[config.mk]
export PLATFORM = sky130hd
export DESIGN_NAME = sbgt_timer
export DESIGN_NICKNAME = d
export VERILOG_FILES = /design/src/rtl/sbgt_pkg.sv /design/src/rtl/sbgt_presc_if.sv /design/src/rtl/sbgt_timer.sv /design/src/rtl/sbgt_pin_sync.sv /design/src/rtl/sbgt_prescaler.sv
export VERILOG_INCLUDE_DIRS = /design/src /design/src/rtl
export SDC_FILE = /design/constraint.sdc
export NUM_CORES = 1
export LEC_CHECK = 0
export BUFFER_PORTS_ARGS = -buffer_cell sky130_fd_sc_hd__buf_2
export CAP_MARGIN = 20
export CORE_MARGIN = 3
export CORE_UTILIZATION = 50
export DETAILED_ROUTE_END_ITERATION = 10
export GPL_TIMING_DRIVEN = 0
export PLACE_DENSITY_LB_ADDON = 0.15
export SYNTH_ARGS = -nofsm -noshare
export SYNTH_HDL_FRONTEND = slang
export SYNTH_SLANG_ARGS = --single-unit
export TNS_END_PERCENT = 100
[constraint.sdc]
create_clock -name clk -period 3.4 [get_ports clk]
set_input_delay 0.34 -clock clk [delete_from_list [all_inputs] [get_ports clk]]
set_output_delay 0.34 -clock clk [all_outputs]
set_load 0.005 [all_outputs]
[src/rtl/sbgt_map.svh]
// register offsets, field positions, reset values and timing counts of the general timer
`ifndef SBGT_MAP_SVH
`define SBGT_MAP_SVH

// ==========================================================
// register offsets
`define SBGT_ADDR_W        8
`define SBGT_OFF_CTRL      8'h00
`define SBGT_OFF_COUNT     8'h04
`define SBGT_OFF_PERIOD    8'h08
`define SBGT_OFF_STATUS    8'h0c
`define SBGT_OFF_MASK      8'h10

// ==========================================================
// control field positions
`define SBGT_BIT_RUN       15
`define SBGT_BIT_IDLE      13
`define SBGT_BIT_GATE      6
`define SBGT_BIT_PS_HI     5
`define SBGT_BIT_PS_LO     4
`define SBGT_BIT_SYNC      2
`define SBGT_BIT_CS        1
`define SBGT_CTRL_WMASK    16'ha076

// ==========================================================
// status field positions
`define SBGT_ST_MATCH      0
`define SBGT_ST_GATE       1
`define SBGT_ST_WMASK      16'h0003

// ==========================================================
// reset values
`define SBGT_RST_CTRL      16'h0000
`define SBGT_RST_COUNT     16'h0000
`define SBGT_RST_PERIOD    16'hffff
`define SBGT_RST_MASK      16'h0000

// ==========================================================
// timing counts
`define SBGT_INT_DIV       2
`define SBGT_PS_LIM_1      8'h00
`define SBGT_PS_LIM_8      8'h07
`define SBGT_PS_LIM_64     8'h3f
`define SBGT_PS_LIM_256    8'hff

`endif

[src/rtl/sbgt_pkg.sv]
// types and decode functions of the general timer
`include "sbgt_map.svh"

package sbgt_pkg;

    // ==========================================================
    // types
    typedef logic [15:0] sbgt_word_t;

    typedef enum logic [1:0] {
        ps_div1,
        ps_div8,
        ps_div64,
        ps_div256
    } sbgt_ps_e;

    typedef struct packed {
        logic     run;
        logic     idle_halt;
        logic     gated_accumulate_en;
        sbgt_ps_e prescale_select;
        logic     ext_clock_sync;
        logic     clock_source_select;
    } sbgt_ctrl_s;

    // ==========================================================
    // functions
    function automatic sbgt_ctrl_s sbgt_unpack(input sbgt_word_t w);
        sbgt_ctrl_s c;
        c.run                 = w[`SBGT_BIT_RUN];
        c.idle_halt           = w[`SBGT_BIT_IDLE];
        c.gated_accumulate_en = w[`SBGT_BIT_GATE];
        c.prescale_select     = sbgt_ps_e'(w[`SBGT_BIT_PS_HI:`SBGT_BIT_PS_LO]);
        c.ext_clock_sync      = w[`SBGT_BIT_SYNC];
        c.clock_source_select = w[`SBGT_BIT_CS];
        return c;
    endfunction

    function automatic sbgt_word_t sbgt_pack(input sbgt_ctrl_s c);
        sbgt_word_t w;
        w                                   = 16'h0000;
        w[`SBGT_BIT_RUN]                    = c.run;
        w[`SBGT_BIT_IDLE]                   = c.idle_halt;
        w[`SBGT_BIT_GATE]                   = c.gated_accumulate_en;
        w[`SBGT_BIT_PS_HI:`SBGT_BIT_PS_LO]  = c.prescale_select;
        w[`SBGT_BIT_SYNC]                   = c.ext_clock_sync;
        w[`SBGT_BIT_CS]                     = c.clock_source_select;
        return w;
    endfunction

    function automatic logic [7:0] sbgt_ps_limit(input sbgt_ps_e ps);
        logic [7:0] lim;
        lim = `SBGT_PS_LIM_1;
        unique case (ps)
            ps_div1:   lim = `SBGT_PS_LIM_1;
            ps_div8:   lim = `SBGT_PS_LIM_8;
            ps_div64:  lim = `SBGT_PS_LIM_64;
            ps_div256: lim = `SBGT_PS_LIM_256;
        endcase
        return lim;
    endfunction

endpackage : sbgt_pkg

[src/rtl/sbgt_presc_if.sv]
// link between timer core and its prescaler
interface sbgt_presc_if;
    import sbgt_pkg::*;

    logic     src_tick;
    logic     clear;
    sbgt_ps_e ratio;
    logic     tick;

    modport core  (output src_tick, output clear, output ratio, input tick);
    modport presc (input src_tick, input clear, input ratio, output tick);
endinterface : sbgt_presc_if

[src/rtl/sbgt_timer.sv]
// sixteen-bit general timer: register file, clock selection, counter and interrupt
`include "sbgt_map.svh"

module sbgt_timer (
    // clock and reset
    input  wire logic                clk,
    input  wire logic                rst_n,
    // register port
    input  wire logic [7:0]          reg_addr,
    input  wire sbgt_pkg::sbgt_word_t reg_wdata,
    input  wire logic                reg_we,
    input  wire logic                reg_re,
    output sbgt_pkg::sbgt_word_t     reg_rdata,
    // pins
    input  wire logic                ext_clock_pin,
    // power state
    input  wire logic                cpu_idle,
    input  wire logic                cpu_sleep,
    // interrupt
    output logic                     irq
);
    import sbgt_pkg::*;

    // ==========================================================
    // state
    sbgt_ctrl_s ctrl_q;
    sbgt_ctrl_s ctrl_d;
    sbgt_word_t count_q;
    sbgt_word_t count_d;
    sbgt_word_t period_q;
    sbgt_word_t period_d;
    sbgt_word_t status_q;
    sbgt_word_t status_d;
    sbgt_word_t mask_q;
    sbgt_word_t mask_d;
    sbgt_word_t rdata_q;
    sbgt_word_t rdata_d;
    logic       irq_q;
    logic       irq_d;
    logic       int_ph_q;
    logic       int_ph_d;
    logic       pend_q;
    logic       pend_d;

    // ==========================================================
    // decode
    logic       wr_ctrl;
    logic       wr_count;
    logic       wr_period;
    logic       wr_mask;
    logic       rd_status;
    logic       halted;
    logic       int_tick;
    logic       ext_tick;
    logic       gate_mode;
    logic       match_set;
    logic       gate_set;
    sbgt_word_t st_set;
    logic       pin_level;
    logic       pin_rise;
    logic       pin_fall;

    sbgt_presc_if pl ();

    assign wr_ctrl   = reg_we & (reg_addr == `SBGT_OFF_CTRL);
    assign wr_count  = reg_we & (reg_addr == `SBGT_OFF_COUNT);
    assign wr_period = reg_we & (reg_addr == `SBGT_OFF_PERIOD);
    assign wr_mask   = reg_we & (reg_addr == `SBGT_OFF_MASK);
    assign rd_status = reg_re & (reg_addr == `SBGT_OFF_STATUS);

    // ==========================================================
    // pin synchroniser, used both as clock and as gate
    sbgt_pin_sync #(
        .STAGES (2)
    ) u_pin_sync (
        .clk   (clk),
        .rst_n (rst_n),
        .pin   (ext_clock_pin),
        .level (pin_level),
        .rise  (pin_rise),
        .fall  (pin_fall)
    );

    // ==========================================================
    // clock source selection
    always_comb begin
        // idle halt stops the prescaler input and the gate event
        halted    = cpu_idle & ctrl_q.idle_halt;
        // internal clock stops in sleep
        int_tick  = int_ph_q & ~cpu_sleep;
        int_ph_d  = ~int_ph_q;
        gate_mode = ~ctrl_q.clock_source_select & ctrl_q.gated_accumulate_en;
        // synchronised edges wait for the next internal tick; a new edge beats consumption
        pend_d    = ctrl_q.run & (pin_rise | (pend_q & ~int_tick));
        if (ctrl_q.ext_clock_sync) begin
            ext_tick = pend_q & int_tick;
        end else begin
            ext_tick = pin_rise;
        end
        if (!ctrl_q.run || halted) begin
            pl.src_tick = 1'b0;
        end else if (ctrl_q.clock_source_select) begin
            pl.src_tick = ext_tick;
        end else if (gate_mode) begin
            pl.src_tick = int_tick & pin_level;
        end else begin
            pl.src_tick = int_tick;
        end
        pl.ratio = ctrl_q.prescale_select;
        pl.clear = ~ctrl_q.run | wr_ctrl;
    end

    always_ff @(posedge clk or negedge rst_n) begin
        if (!rst_n) begin
            int_ph_q <= 1'b0;
            pend_q   <= 1'b0;
        end else begin
            int_ph_q <= int_ph_d;
            pend_q   <= pend_d;
        end
    end

    sbgt_prescaler #(
        .PS_W (8)
    ) u_presc (
        .clk   (clk),
        .rst_n (rst_n),
        .pl    (pl)
    );

    // ==========================================================
    // counter and period compare
    always_comb begin
        count_d   = count_q;
        match_set = 1'b0;
        if (wr_count) begin
            count_d = reg_wdata;
        end else if (pl.tick) begin
            if (count_q == period_q) begin
                count_d   = 16'h0000;
                match_set = 1'b1;
            end else begin
                count_d = count_q + 16'h0001;
            end
        end
        gate_set = ctrl_q.run & ~halted & gate_mode & pin_fall;
    end

    // ==========================================================
    // register file
    always_comb begin
        ctrl_d   = ctrl_q;
        period_d = period_q;
        mask_d   = mask_q;
        if (wr_ctrl) begin
            // only implemented fields are stored
            ctrl_d = sbgt_unpack(reg_wdata & `SBGT_CTRL_WMASK);
        end
        if (wr_period) begin
            period_d = reg_wdata;
        end
        if (wr_mask) begin
            mask_d = reg_wdata & `SBGT_ST_WMASK;
        end
    end

    // ==========================================================
    // interrupt status: set wins over read clear
    always_comb begin
        st_set                = 16'h0000;
        st_set[`SBGT_ST_MATCH] = match_set;
        st_set[`SBGT_ST_GATE]  = gate_set;
        if (rd_status) begin
            status_d = st_set;
        end else begin
            status_d = status_q | st_set;
        end
        irq_d = |(status_d & mask_d);
    end

    // ==========================================================
    // read data, valid in the cycle after the strobe only
    always_comb begin
        rdata_d = 16'h0000;
        if (reg_re) begin
            unique case (reg_addr)
                `SBGT_OFF_CTRL:   rdata_d = sbgt_pack(ctrl_q);
                `SBGT_OFF_COUNT:  rdata_d = count_q;
                `SBGT_OFF_PERIOD: rdata_d = period_q;
                `SBGT_OFF_STATUS: rdata_d = status_q;
                `SBGT_OFF_MASK:   rdata_d = mask_q;
                default:          rdata_d = 16'h0000;
            endcase
        end
    end

    always_ff @(posedge clk or negedge rst_n) begin
        if (!rst_n) begin
            ctrl_q   <= sbgt_unpack(`SBGT_RST_CTRL);
            count_q  <= `SBGT_RST_COUNT;
            period_q <= `SBGT_RST_PERIOD;
            status_q <= 16'h0000;
            mask_q   <= `SBGT_RST_MASK;
            rdata_q  <= 16'h0000;
            irq_q    <= 1'b0;
        end else begin
            ctrl_q   <= ctrl_d;
            count_q  <= count_d;
            period_q <= period_d;
            status_q <= status_d;
            mask_q   <= mask_d;
            rdata_q  <= rdata_d;
            irq_q    <= irq_d;
        end
    end

    assign reg_rdata = rdata_q;
    assign irq       = irq_q;
endmodule : sbgt_timer

[src/rtl/sbgt_pin_sync.sv]
// two-flop pin synchroniser with edge detection
module sbgt_pin_sync #(
    parameter int STAGES = 2
) (
    // clock and reset
    input  wire logic clk,
    input  wire logic rst_n,
    // pin side
    input  wire logic pin,
    // synchronised side
    output logic      level,
    output logic      rise,
    output logic      fall
);
    generate
        if (STAGES < 2) begin : g_chk
            $error("sbgt_pin_sync needs at least two stages");
        end
    endgenerate

    logic [STAGES-1:0] sync_q;
    logic [STAGES-1:0] sync_d;
    logic              prev_q;
    logic              prev_d;

    // ==========================================================
    // synchroniser chain
    genvar i;
    generate
        for (i = 0; i < STAGES; i++) begin : g_stage
            if (i == 0) begin : g_first
                assign sync_d[i] = pin;
            end else begin : g_next
                assign sync_d[i] = sync_q[i-1];
            end
        end
    endgenerate

    always_comb begin
        prev_d = sync_q[STAGES-1];
    end

    always_ff @(posedge clk or negedge rst_n) begin
        if (!rst_n) begin
            sync_q <= '0;
            prev_q <= 1'b0;
        end else begin
            sync_q <= sync_d;
            prev_q <= prev_d;
        end
    end

    assign level = sync_q[STAGES-1];
    assign rise  = sync_q[STAGES-1] & ~prev_q;
    assign fall  = ~sync_q[STAGES-1] & prev_q;
endmodule : sbgt_pin_sync

[src/rtl/sbgt_prescaler.sv]
// input clock prescaler of 1, 8, 64 or 256
module sbgt_prescaler #(
    parameter int PS_W = 8
) (
    // clock and reset
    input  wire logic clk,
    input  wire logic rst_n,
    // core link
    sbgt_presc_if.presc pl
);
    import sbgt_pkg::*;

    generate
        if (PS_W < 8) begin : g_chk
            $error("sbgt_prescaler needs at least 8 bits for divide by 256");
        end
    endgenerate

    logic [PS_W-1:0] cnt_q;
    logic [PS_W-1:0] cnt_d;
    logic [PS_W-1:0] lim;

    always_comb begin
        lim     = PS_W'(sbgt_ps_limit(pl.ratio));
        cnt_d   = cnt_q;
        pl.tick = 1'b0;
        if (pl.clear) begin
            cnt_d = '0;
        end else if (pl.src_tick) begin
            if (cnt_q >= lim) begin
                cnt_d   = '0;
                pl.tick = 1'b1;
            end else begin
                cnt_d = cnt_q + PS_W'(1);
            end
        end
    end

    always_ff @(posedge clk or negedge rst_n) begin
        if (!rst_n) begin
            cnt_q <= '0;
        end else begin
            cnt_q <= cnt_d;
        end
    end
endmodule : sbgt_prescaler

==> run summary, run 1 <==
The flow ran to the end, and the final reports show no timing, DRC or antenna violations. The y dimension of the die is 104 um. CTS saw 101 sinks.

The number of gates given a new drive strength after cts is 0. The area growth from synthesis to layout is 13.3%. The first global-routing pass estimated 19.0 mm of wire. The total leakage power came out at 2.38 nW. The final worst clock skew is 0.0158 ns. The aggregate global routing overflow is 0. At the end of routability-driven placement, the weighted congestion stood at 0.893. The total detailed-routing wirelength is 11.6 mm.

The initial antenna violation count came out at 0. For the worst setup path, the data required time is 3.69 ns. In this run the horizontal extent of the chip is 104 um. The detail-routed net length per standard cell came out at 18.1 um.

The synthesized design contains 101 register bits. The first-pass detailed-route iteration total is 5. The total negative setup slack came out at 0 ns. In this run, flip-flops and latches consume 56.7% of the power. The maximum fanout count along the critical path came out at 10. The cell at the root of the clock tree is sky130_fd_sc_hd__clkbuf_8. The startpoint of the worst-slack reg-to-reg timing path is pl.ratio[1]$_DFFE_PN0P_. The time the worst path needs with I/O delays and setup came out at 3.15 ns. The number of global-route vias before repair is 3,671. The DRC violation count after routing is 0. The end of the worst register-to-register path is count_q[6]$_DFFE_PN0P_. The netlist area before placement came out at 4810 um^2. 48 I/O pins were placed. The maximum number of pins on one net before global-route repair came out at 60. In this run the worst hold path is classified as in -> reg.

In the synthesized netlist the dominant register cell turns out to be sky130_fd_sc_hd__dfrtp_1. The floorplan die area came out at 10,800 um^2. The setup violation total in the final timing report is 0. In the final layout, the share of cells above drive strength 1 is 23.3%.

The longest clock path from root to sink contains 2 buffers. The total met3 wirelength after detailed routing came out at 621 um. The share of flip-flops with an asynchronous set or reset is 100%. The actual transition at the worst max-transition pin is 0.695 ns.

The clock network latency to the later pin of the worst-skew pair is 0.38 ns. Global routing consumed, over all layers together, 22.2% of the routing resources. After clock tree synthesis, the flow added hold-fix buffers numbering 1. The total number of placement rows came out at 35.

Setup repair after global routing left no endpoint under its margin. Detailed placement ended at an HPWL of 8.82 mm. The clock network is responsible for 33.8% of the overall power. The number of hold violations in the final report is 0. The number of max-slew violations in the final report is 0. Using the TritonRoute via totals, the vias-per-cell ratio works out to 5.79.

The placed cell area is 5250 um^2. TritonCTS built the clock tree. Counting instances, the worst hold path has a depth of 1. The combinational power share came out at 9.6%. The initial utilization of the core area, before any placement, comes to 51.9%. Across all hold checks on the routed design, the worst slack comes to 0.0636 ns. The switching power came out at 0.000578 W. STA classifies the critical path startpoint as a register.

The count of routing violations after the opening detailed-route iteration is 225. The total inserted antenna cells is 0. The relative slew slack came out at 53.3%. The worst setup path is captured at a register.

The depth of the most critical reg-to-reg path came out at 9. The clock transition at the registers of the reported paths came out at 0.10 ns. In this run the remaining antenna-violating nets after routing total 0. The data arrival time of the critical path is 3.44 ns. The net switching share of the total power came out at 25.4%. After the last flow step, the layout net total stands at 548. After synthesis, flip-flops and latches occupy 52.9% of the total area. The number of flops mapped to enable cells by yosys is 0. The max-cap check violation count is 0.

The startpoint identified for the worst hold timing path is ext_clock_pin. The count of mapped cells out of synthesis is 449. The netlist uses 52 different library cells. The area of the core is 9280 um^2. The minimum setup slack among reg-to-reg paths is 0.25 ns.

A synthesized cell averages 10.7 um^2. The period utilization is 92.7%. The final cell area excluding filler cells is 5450 um^2.

The number of buffers added for setup after CTS is 0. The number of port buffers is 46. The wire length on met2 came out at 5.64 mm.

VDD sags by at most 292 uV. The total vias in the final route is 3,723. Ranked by total cell area, the synthesized netlist is headed by sky130_fd_sc_hd__dfrtp_1 44%, sky130_fd_sc_hd__dfstp_2 8.7%, sky130_fd_sc_hd__mux2_2 5.4%, sky130_fd_sc_hd__and2_1 4.0%, sky130_fd_sc_hd__nand2_1 3.5%. The H-tree depth came out at 3. The met1 layer wirelength in the final routing came out at 5.14 mm. The critical setup path kind is reg -> reg. The number of synthesis warnings is 0.

The total nets after synthesis is 488. By count the netlist is led by 85 x sky130_fd_sc_hd__dfrtp_1, 45 x sky130_fd_sc_hd__nand2_1, 31 x sky130_fd_sc_hd__and2_1, 31 x sky130_fd_sc_hd__nor2_1, 24 x sky130_fd_sc_hd__a31oi_1. The total clock buffers created by CTS is 9.

The internal cell power came out at 0.00169 W. The synthesized design spends more area on one cell type than any other, namely sky130_fd_sc_hd__dfrtp_1. The share of Yosys cell area claimed by the top area cell type came out at 44.2%. The most frequently used cell type in the post-synthesis netlist is sky130_fd_sc_hd__dfrtp_1. The end point of the worst hold path is u_pin_sync.sync_q[0]$_DFF_PN0_. The areal power density over the cells is 416 nW/um^2. Based on the critical path, the design can be clocked at up to 0.317 GHz. The highest layer used for signal routing is met4.
-- logic make-up after synthesis --
logic type	count (synthesis)	synth area share, %
xor+xnor	21	3.82
buf+inv	25	2.11
compound gates	97	13.8
fa+ha+maj	8	2.08
simple gates	172	19.4
mux	25	5.90
flops	101	52.9
-- worst max-delay path by stage --
stage               cells past startpoint  slack (ns)                startpoint                endpoint
floorplan                               9        0.77   pl.ratio[1]$_DFFE_PN0P_  count_q[9]$_DFFE_PN0P_
global placement                        7       0.003  period_q[11]$_DFFE_PN1P_  count_q[6]$_DFFE_PN0P_
detailed placement                      9        0.30   pl.ratio[1]$_DFFE_PN0P_  count_q[6]$_DFFE_PN0P_
CTS                                     9        0.26   pl.ratio[1]$_DFFE_PN0P_  count_q[6]$_DFFE_PN0P_
global route                            9        0.07   pl.ratio[1]$_DFFE_PN0P_  count_q[9]$_DFFE_PN0P_
finish                                  9        0.25   pl.ratio[1]$_DFFE_PN0P_  count_q[6]$_DFFE_PN0P_
-- per-stage QoR --
stage	setup WS (ns)	total power (W)	utilization, %	cells
2_1_floorplan	0.772	0.00141	-	449
3_3_place_gp	0.00260	0.00150	56.1	624
3_5_place_dp	0.297	0.00152	56.5	626
4_1_cts	0.259	0.00228	58.7	643
5_1_grt	0.0672	0.00237	58.7	643
6_report	0.249	0.00227	58.7	643
-- area by class of cell --
| class | count | area (um^2) |
|---|---|---|
| clock buffer | 12 | 145 |
| multi-input combinational | 323 | 2170 |
| inverter | 5 | 18.8 |
| tap | 129 | 161 |
| clock inverter | 4 | 47.5 |
| timing repair buffer | 49 | 278 |
| sequential | 101 | 2550 |
| buffer | 20 | 82.6 |
| fill | 826 | 3830 |
-- flip-flops by register name, indices dropped and copies added (netlist names) --
name	count
mask_q	16
reg_rdata	16
period_q	16
u_pin_sync.sync_q	2
int_ph_q	1
ctrl_q	5
status_q	16
pend_q	1
count_q	16
u_pin_sync.prev_q	1
u_presc.cnt_q	8
irq	1
pl.ratio	2
-- power by group through the flow --
stage | Sequential, W | Clock, W | Combinational, W
global placement | 0.00131 | 0 | 0.000197
CTS | 0.00129 | 0.000780 | 0.000218
detailed placement | 0.00131 | 0 | 0.000216
global route | 0.00129 | 0.000830 | 0.000244
finish | 0.00129 | 0.000766 | 0.000217
floorplan | 0.00129 | 0 | 0.000124
-- metal layers --
metal / vias up / GRT usage (%)
met5: - / 0
met4: 0 / 7.12
met3: 17 / 4.90
met2: 114 / 35.9
met1: 1840 / 29.9
li1: 1752 / -
-- critical path: stages, from the launching register on --
cell and delay (ns):
sky130_fd_sc_hd__dfrtp_1 0.50, sky130_fd_sc_hd__nand2_1 0.14, sky130_fd_sc_hd__ha_1 0.33, sky130_fd_sc_hd__and4_1 0.22
sky130_fd_sc_hd__o211ai_1 0.09, sky130_fd_sc_hd__o211ai_1 0.27, sky130_fd_sc_hd__or4b_1 0.56, sky130_fd_sc_hd__clkbuf_1 0.25
sky130_fd_sc_hd__or3b_2 0.48, sky130_fd_sc_hd__a31oi_1 0.21
-- cells in the final DEF, fill, tap and decap left out, types with 3 or more instances in the layout --
cell type / instances
sky130_fd_sc_hd__and2_1: 31
sky130_fd_sc_hd__dfstp_2: 16
sky130_fd_sc_hd__buf_2: 51
sky130_fd_sc_hd__nor2_1: 31
sky130_fd_sc_hd__and4_1: 3
sky130_fd_sc_hd__nand3_1: 7
sky130_fd_sc_hd__clkbuf_8: 10
sky130_fd_sc_hd__or3b_2: 5
sky130_fd_sc_hd__nor3_1: 4
sky130_fd_sc_hd__dfrtp_1: 85
sky130_fd_sc_hd__or3_1: 10
sky130_fd_sc_hd__ha_1: 8
sky130_fd_sc_hd__inv_1: 5
sky130_fd_sc_hd__nand2_1: 45
sky130_fd_sc_hd__a21oi_1: 17
sky130_fd_sc_hd__and3_1: 4
sky130_fd_sc_hd__xnor2_1: 19
sky130_fd_sc_hd__a22oi_1: 4
sky130_fd_sc_hd__clkbuf_1: 16
sky130_fd_sc_hd__o21ai_0: 18
sky130_fd_sc_hd__nor2b_1: 8
sky130_fd_sc_hd__a31oi_1: 24
sky130_fd_sc_hd__mux2_2: 23
sky130_fd_sc_hd__a222oi_1: 16
sky130_fd_sc_hd__nand4_1: 7
(Power assumes the default switching activity.)
==> inputs of run 2 (changes only) <==
- ABC_CLOCK_PERIOD_IN_PS: not set -> 3400
- REMOVE_ABC_BUFFERS: not set -> 1
- SKIP_CTS_REPAIR_TIMING: not set -> 1
==> run 2 against run 1 <==
  * The flow now finishes with violations (negative hold slack)
  * Clock skew is 0.0064 ns lower
  * Sequential power is essentially flat
  * Clock power rose by 1%
  * Register-to-register slack gained 0.03 ns
  * Sequential cell count did not move
  * Die area did not move
  * Sequential share of layout area is 0.054 points lower
  * Setup slack better by 0.028 ns
  * Highest routed layer unchanged
==> run summary, run 2 (same netlist as run 1, synthesis figures left out) <==
The run finished, with violations left. By startpoint and endpoint, the worst setup path is classified as reg -> reg. The total number of placement rows is 35 (unchanged). In this design, the critical path's most frequently occurring cell is sky130_fd_sc_hd__o211ai_1.

The actual transition at the worst max-transition pin is 0.912 ns (+0.217 ns). The checks that failed: negative hold slack. The number of standard cells in the final layout excluding fillers came to 630 (-2.0%). The number of I/O pins was 48 (unchanged). The setup violation total in the final timing report came to 0 (unchanged).

The H-tree depth came out at 3 (unchanged). The depth of the most critical reg-to-reg path is 8 (-1). The total clock buffers created by CTS is 9 (unchanged).

The number of clock sinks seen by CTS came out at 101 (unchanged). The total inserted antenna cells was 0 (unchanged). The first-pass detailed-route iteration total is 8 (+3). In this run the worst setup path begins at pl.ratio[1]$_DFFE_PN0P_.

The clock transition at the registers of the reported paths is 0.10 ns (about the same). The floorplan die area is 10,800 um^2 (unchanged). The effective utilization at floorplan is 51.9% (unchanged). The maximum frequency from static timing analysis was 0.320 GHz (+0.89%). The total vias in the final route is 3,736 (+0.35%). The count of routing violations after the opening detailed-route iteration is 376 (+67%).

The areal power density over the cells is 418 nW/um^2 (+0.40%). Leaving out fill and tap cells, the most frequent cell in the layout is sky130_fd_sc_hd__dfrtp_1. In the layout the commonest cells are 85 x sky130_fd_sc_hd__dfrtp_1, 46 x sky130_fd_sc_hd__buf_2, 44 x sky130_fd_sc_hd__nand2_1, 31 x sky130_fd_sc_hd__nor2_1, 31 x sky130_fd_sc_hd__and2_1.

The data arrival time of the critical path came out at 3.41 ns (-0.03 ns). The endpoint identified for the worst register-to-register timing path is count_q[5]$_DFFE_PN0P_. STA classifies the critical path endpoint as a register. The worst-case hold slack is -0.0123 ns (-0.0759 ns). The time the worst path needs with I/O delays and setup was 3.12 ns (-0.0279 ns). The share of layout cells above drive strength 1 was 25.3% (+2.0 points).

The area growth from synthesis to layout is 13.4%. The DRC violation count after routing is 0 (unchanged). The number of max-slew violations in the final report was 0 (unchanged).

The max-cap check violation count came out at 0 (unchanged). The path length in cells of the critical path is 8 (-1). The placed wire-length estimate is 8.24 mm (-6.6%). The core utilization of the finished layout is 58.8% (+0.067 points). The final worst clock skew is 0.00938 ns (-0.00642 ns). The cell at the root of the clock tree is sky130_fd_sc_hd__clkbuf_8. The total negative setup slack was 0 ns (unchanged). The initial antenna violation count came out at 0 (unchanged).

The aggregate global routing overflow is 0 (unchanged). The number of vias per cell came out at 5.93 (+2.4%). The clock network latency to the later pin of the worst-skew pair is 0.36 ns (-0.02 ns).

The y dimension of the die is 104 um (unchanged). The stage delay of the slowest cell on the critical path came out at 0.77 ns (+0.21 ns). The required time at the endpoint of the critical path came out at 3.68 ns (about the same). The worst hold-check path type is in -> async.

The startpoint identified for the worst register-to-register timing path is pl.ratio[1]$_DFFE_PN0P_. The number of buffers on the longest clock path came to 2 (unchanged). The maximum number of pins on one net before global-route repair came out at 54 (-10%).

The number of port buffers came out at 47 (+2.2%). The total chip power is 0.00228 W (+0.51%). The minimum setup slack among reg-to-reg paths came to 0.28 ns (+0.03 ns). The maximum fanout count along the critical path is 14 (+4). The number of buffers and inverters on the critical path is 1 (unchanged). The area of the core was 9280 um^2 (unchanged). TritonCTS built the clock tree. The kind of cell with the highest combined delay along the critical path is simple AND/OR/NAND/NOR gates. Setup repair after global routing left no endpoint under its margin.

The most critical setup path has its endpoint at count_q[5]$_DFFE_PN0P_. The relative slew slack is 39.2% (-14 points). The worst setup path is launched from a register. The period utilization is 91.9% (-0.82 points). The number of global-route vias before repair is 3,646 (-0.68%).

The post-route antenna net violation count is 0 (unchanged). The total global-route track usage came out at 23.5% (+1.4 points). The net count of the finished layout came out at 535 (-2.4%). The detail-routed net length per standard cell is 19.3 um (+6.6%). The number of hold violations in the final report was 10 (+10). The peak ir drop on the vdd network came out at 336 uV (+15%). The first-pass GRT wire length came out at 19.9 mm (+5.2%). The total detailed-routing wirelength came to 12.2 mm (+4.4%). The chip width came out at 104 um (unchanged). The number of instances in the placed design is 609 (-2.7%). Traced cell by cell, the critical path runs through inv_1, ha_1, and4_1, o211ai_1, o211ai_1, or4b_1, or4_1, a31oi_1. The final estimated routing congestion in global placement is 0.818 (-8.3%).

The largest individual stage delay along the critical path comes from the cell sky130_fd_sc_hd__or4b_1. The total leakage power came to 2.39 nW (+0.21%).
## run 2: cell count changes in the layout (fill, tap and decap cells not counted), moves of 2 or more
cell                       delta
sky130_fd_sc_hd__buf_4        +4
sky130_fd_sc_hd__clkbuf_1    -15
sky130_fd_sc_hd__buf_2        -5
sky130_fd_sc_hd__buf_6        +2
sky130_fd_sc_hd__inv_6        +3
## run 2: worst min path at each step
stage                                         startpoint                        endpoint  slack, ns  depth (start not counted)
after floorplan                                    rst_n          count_q[0]$_DFFE_PN0P_       0.04                          0
after global placement    u_pin_sync.sync_q[0]$_DFF_PN0_  u_pin_sync.sync_q[1]$_DFF_PN0_       0.33                          0
after detailed placement  u_pin_sync.sync_q[0]$_DFF_PN0_  u_pin_sync.sync_q[1]$_DFF_PN0_       0.33                          0
after CTS                                          rst_n    u_presc.cnt_q[7]$_DFFE_PN0P_      0.002                          1
after global routing                               rst_n    u_presc.cnt_q[7]$_DFFE_PN0P_       0.02                          1
final                                              rst_n    u_presc.cnt_q[7]$_DFFE_PN0P_      -0.01                          1
## run 2: where the power goes
part           leakage [nW]  total, W  internal [W]  switching [W]
clock                 0.102  0.000776      0.000349       0.000427
combinational         0.951  0.000218     0.0000957       0.000122
sequential             1.33   0.00129       0.00124      0.0000470
## run 2: per-stage QoR
step / hold slack, ns / setup WS, ns / instance area (um^2)
floorplan: 0.0444 / 0.493 / 4730
global placement: 0.335 / -1.08 / 5130
detailed placement: 0.335 / -0.381 / 5220
CTS: 0.00216 / 0.0236 / 5420
global route: 0.0177 / 0.123 / 5460
finish: -0.0123 / 0.277 / 5460
## run 2: layout make-up
| type | instances | area (um^2) |
|---|---|---|
| fill | 812 | 3820 |
| inverter | 5 | 18.8 |
| sequential | 101 | 2550 |
| timing repair buffer | 56 | 353 |
| multi-input combinational | 323 | 2180 |
| tap | 129 | 161 |
| clock inverter | 6 | 70.1 |
| clock buffer | 10 | 128 |
## run 2: metal layers
metal	wire length (um)	vias up	track usage, %
li1	-	1731	-
met1	5620	1863	34.2
met2	5570	129	36.3
met3	843	13	5.52
met4	113	0	4.94
met5	0	-	0
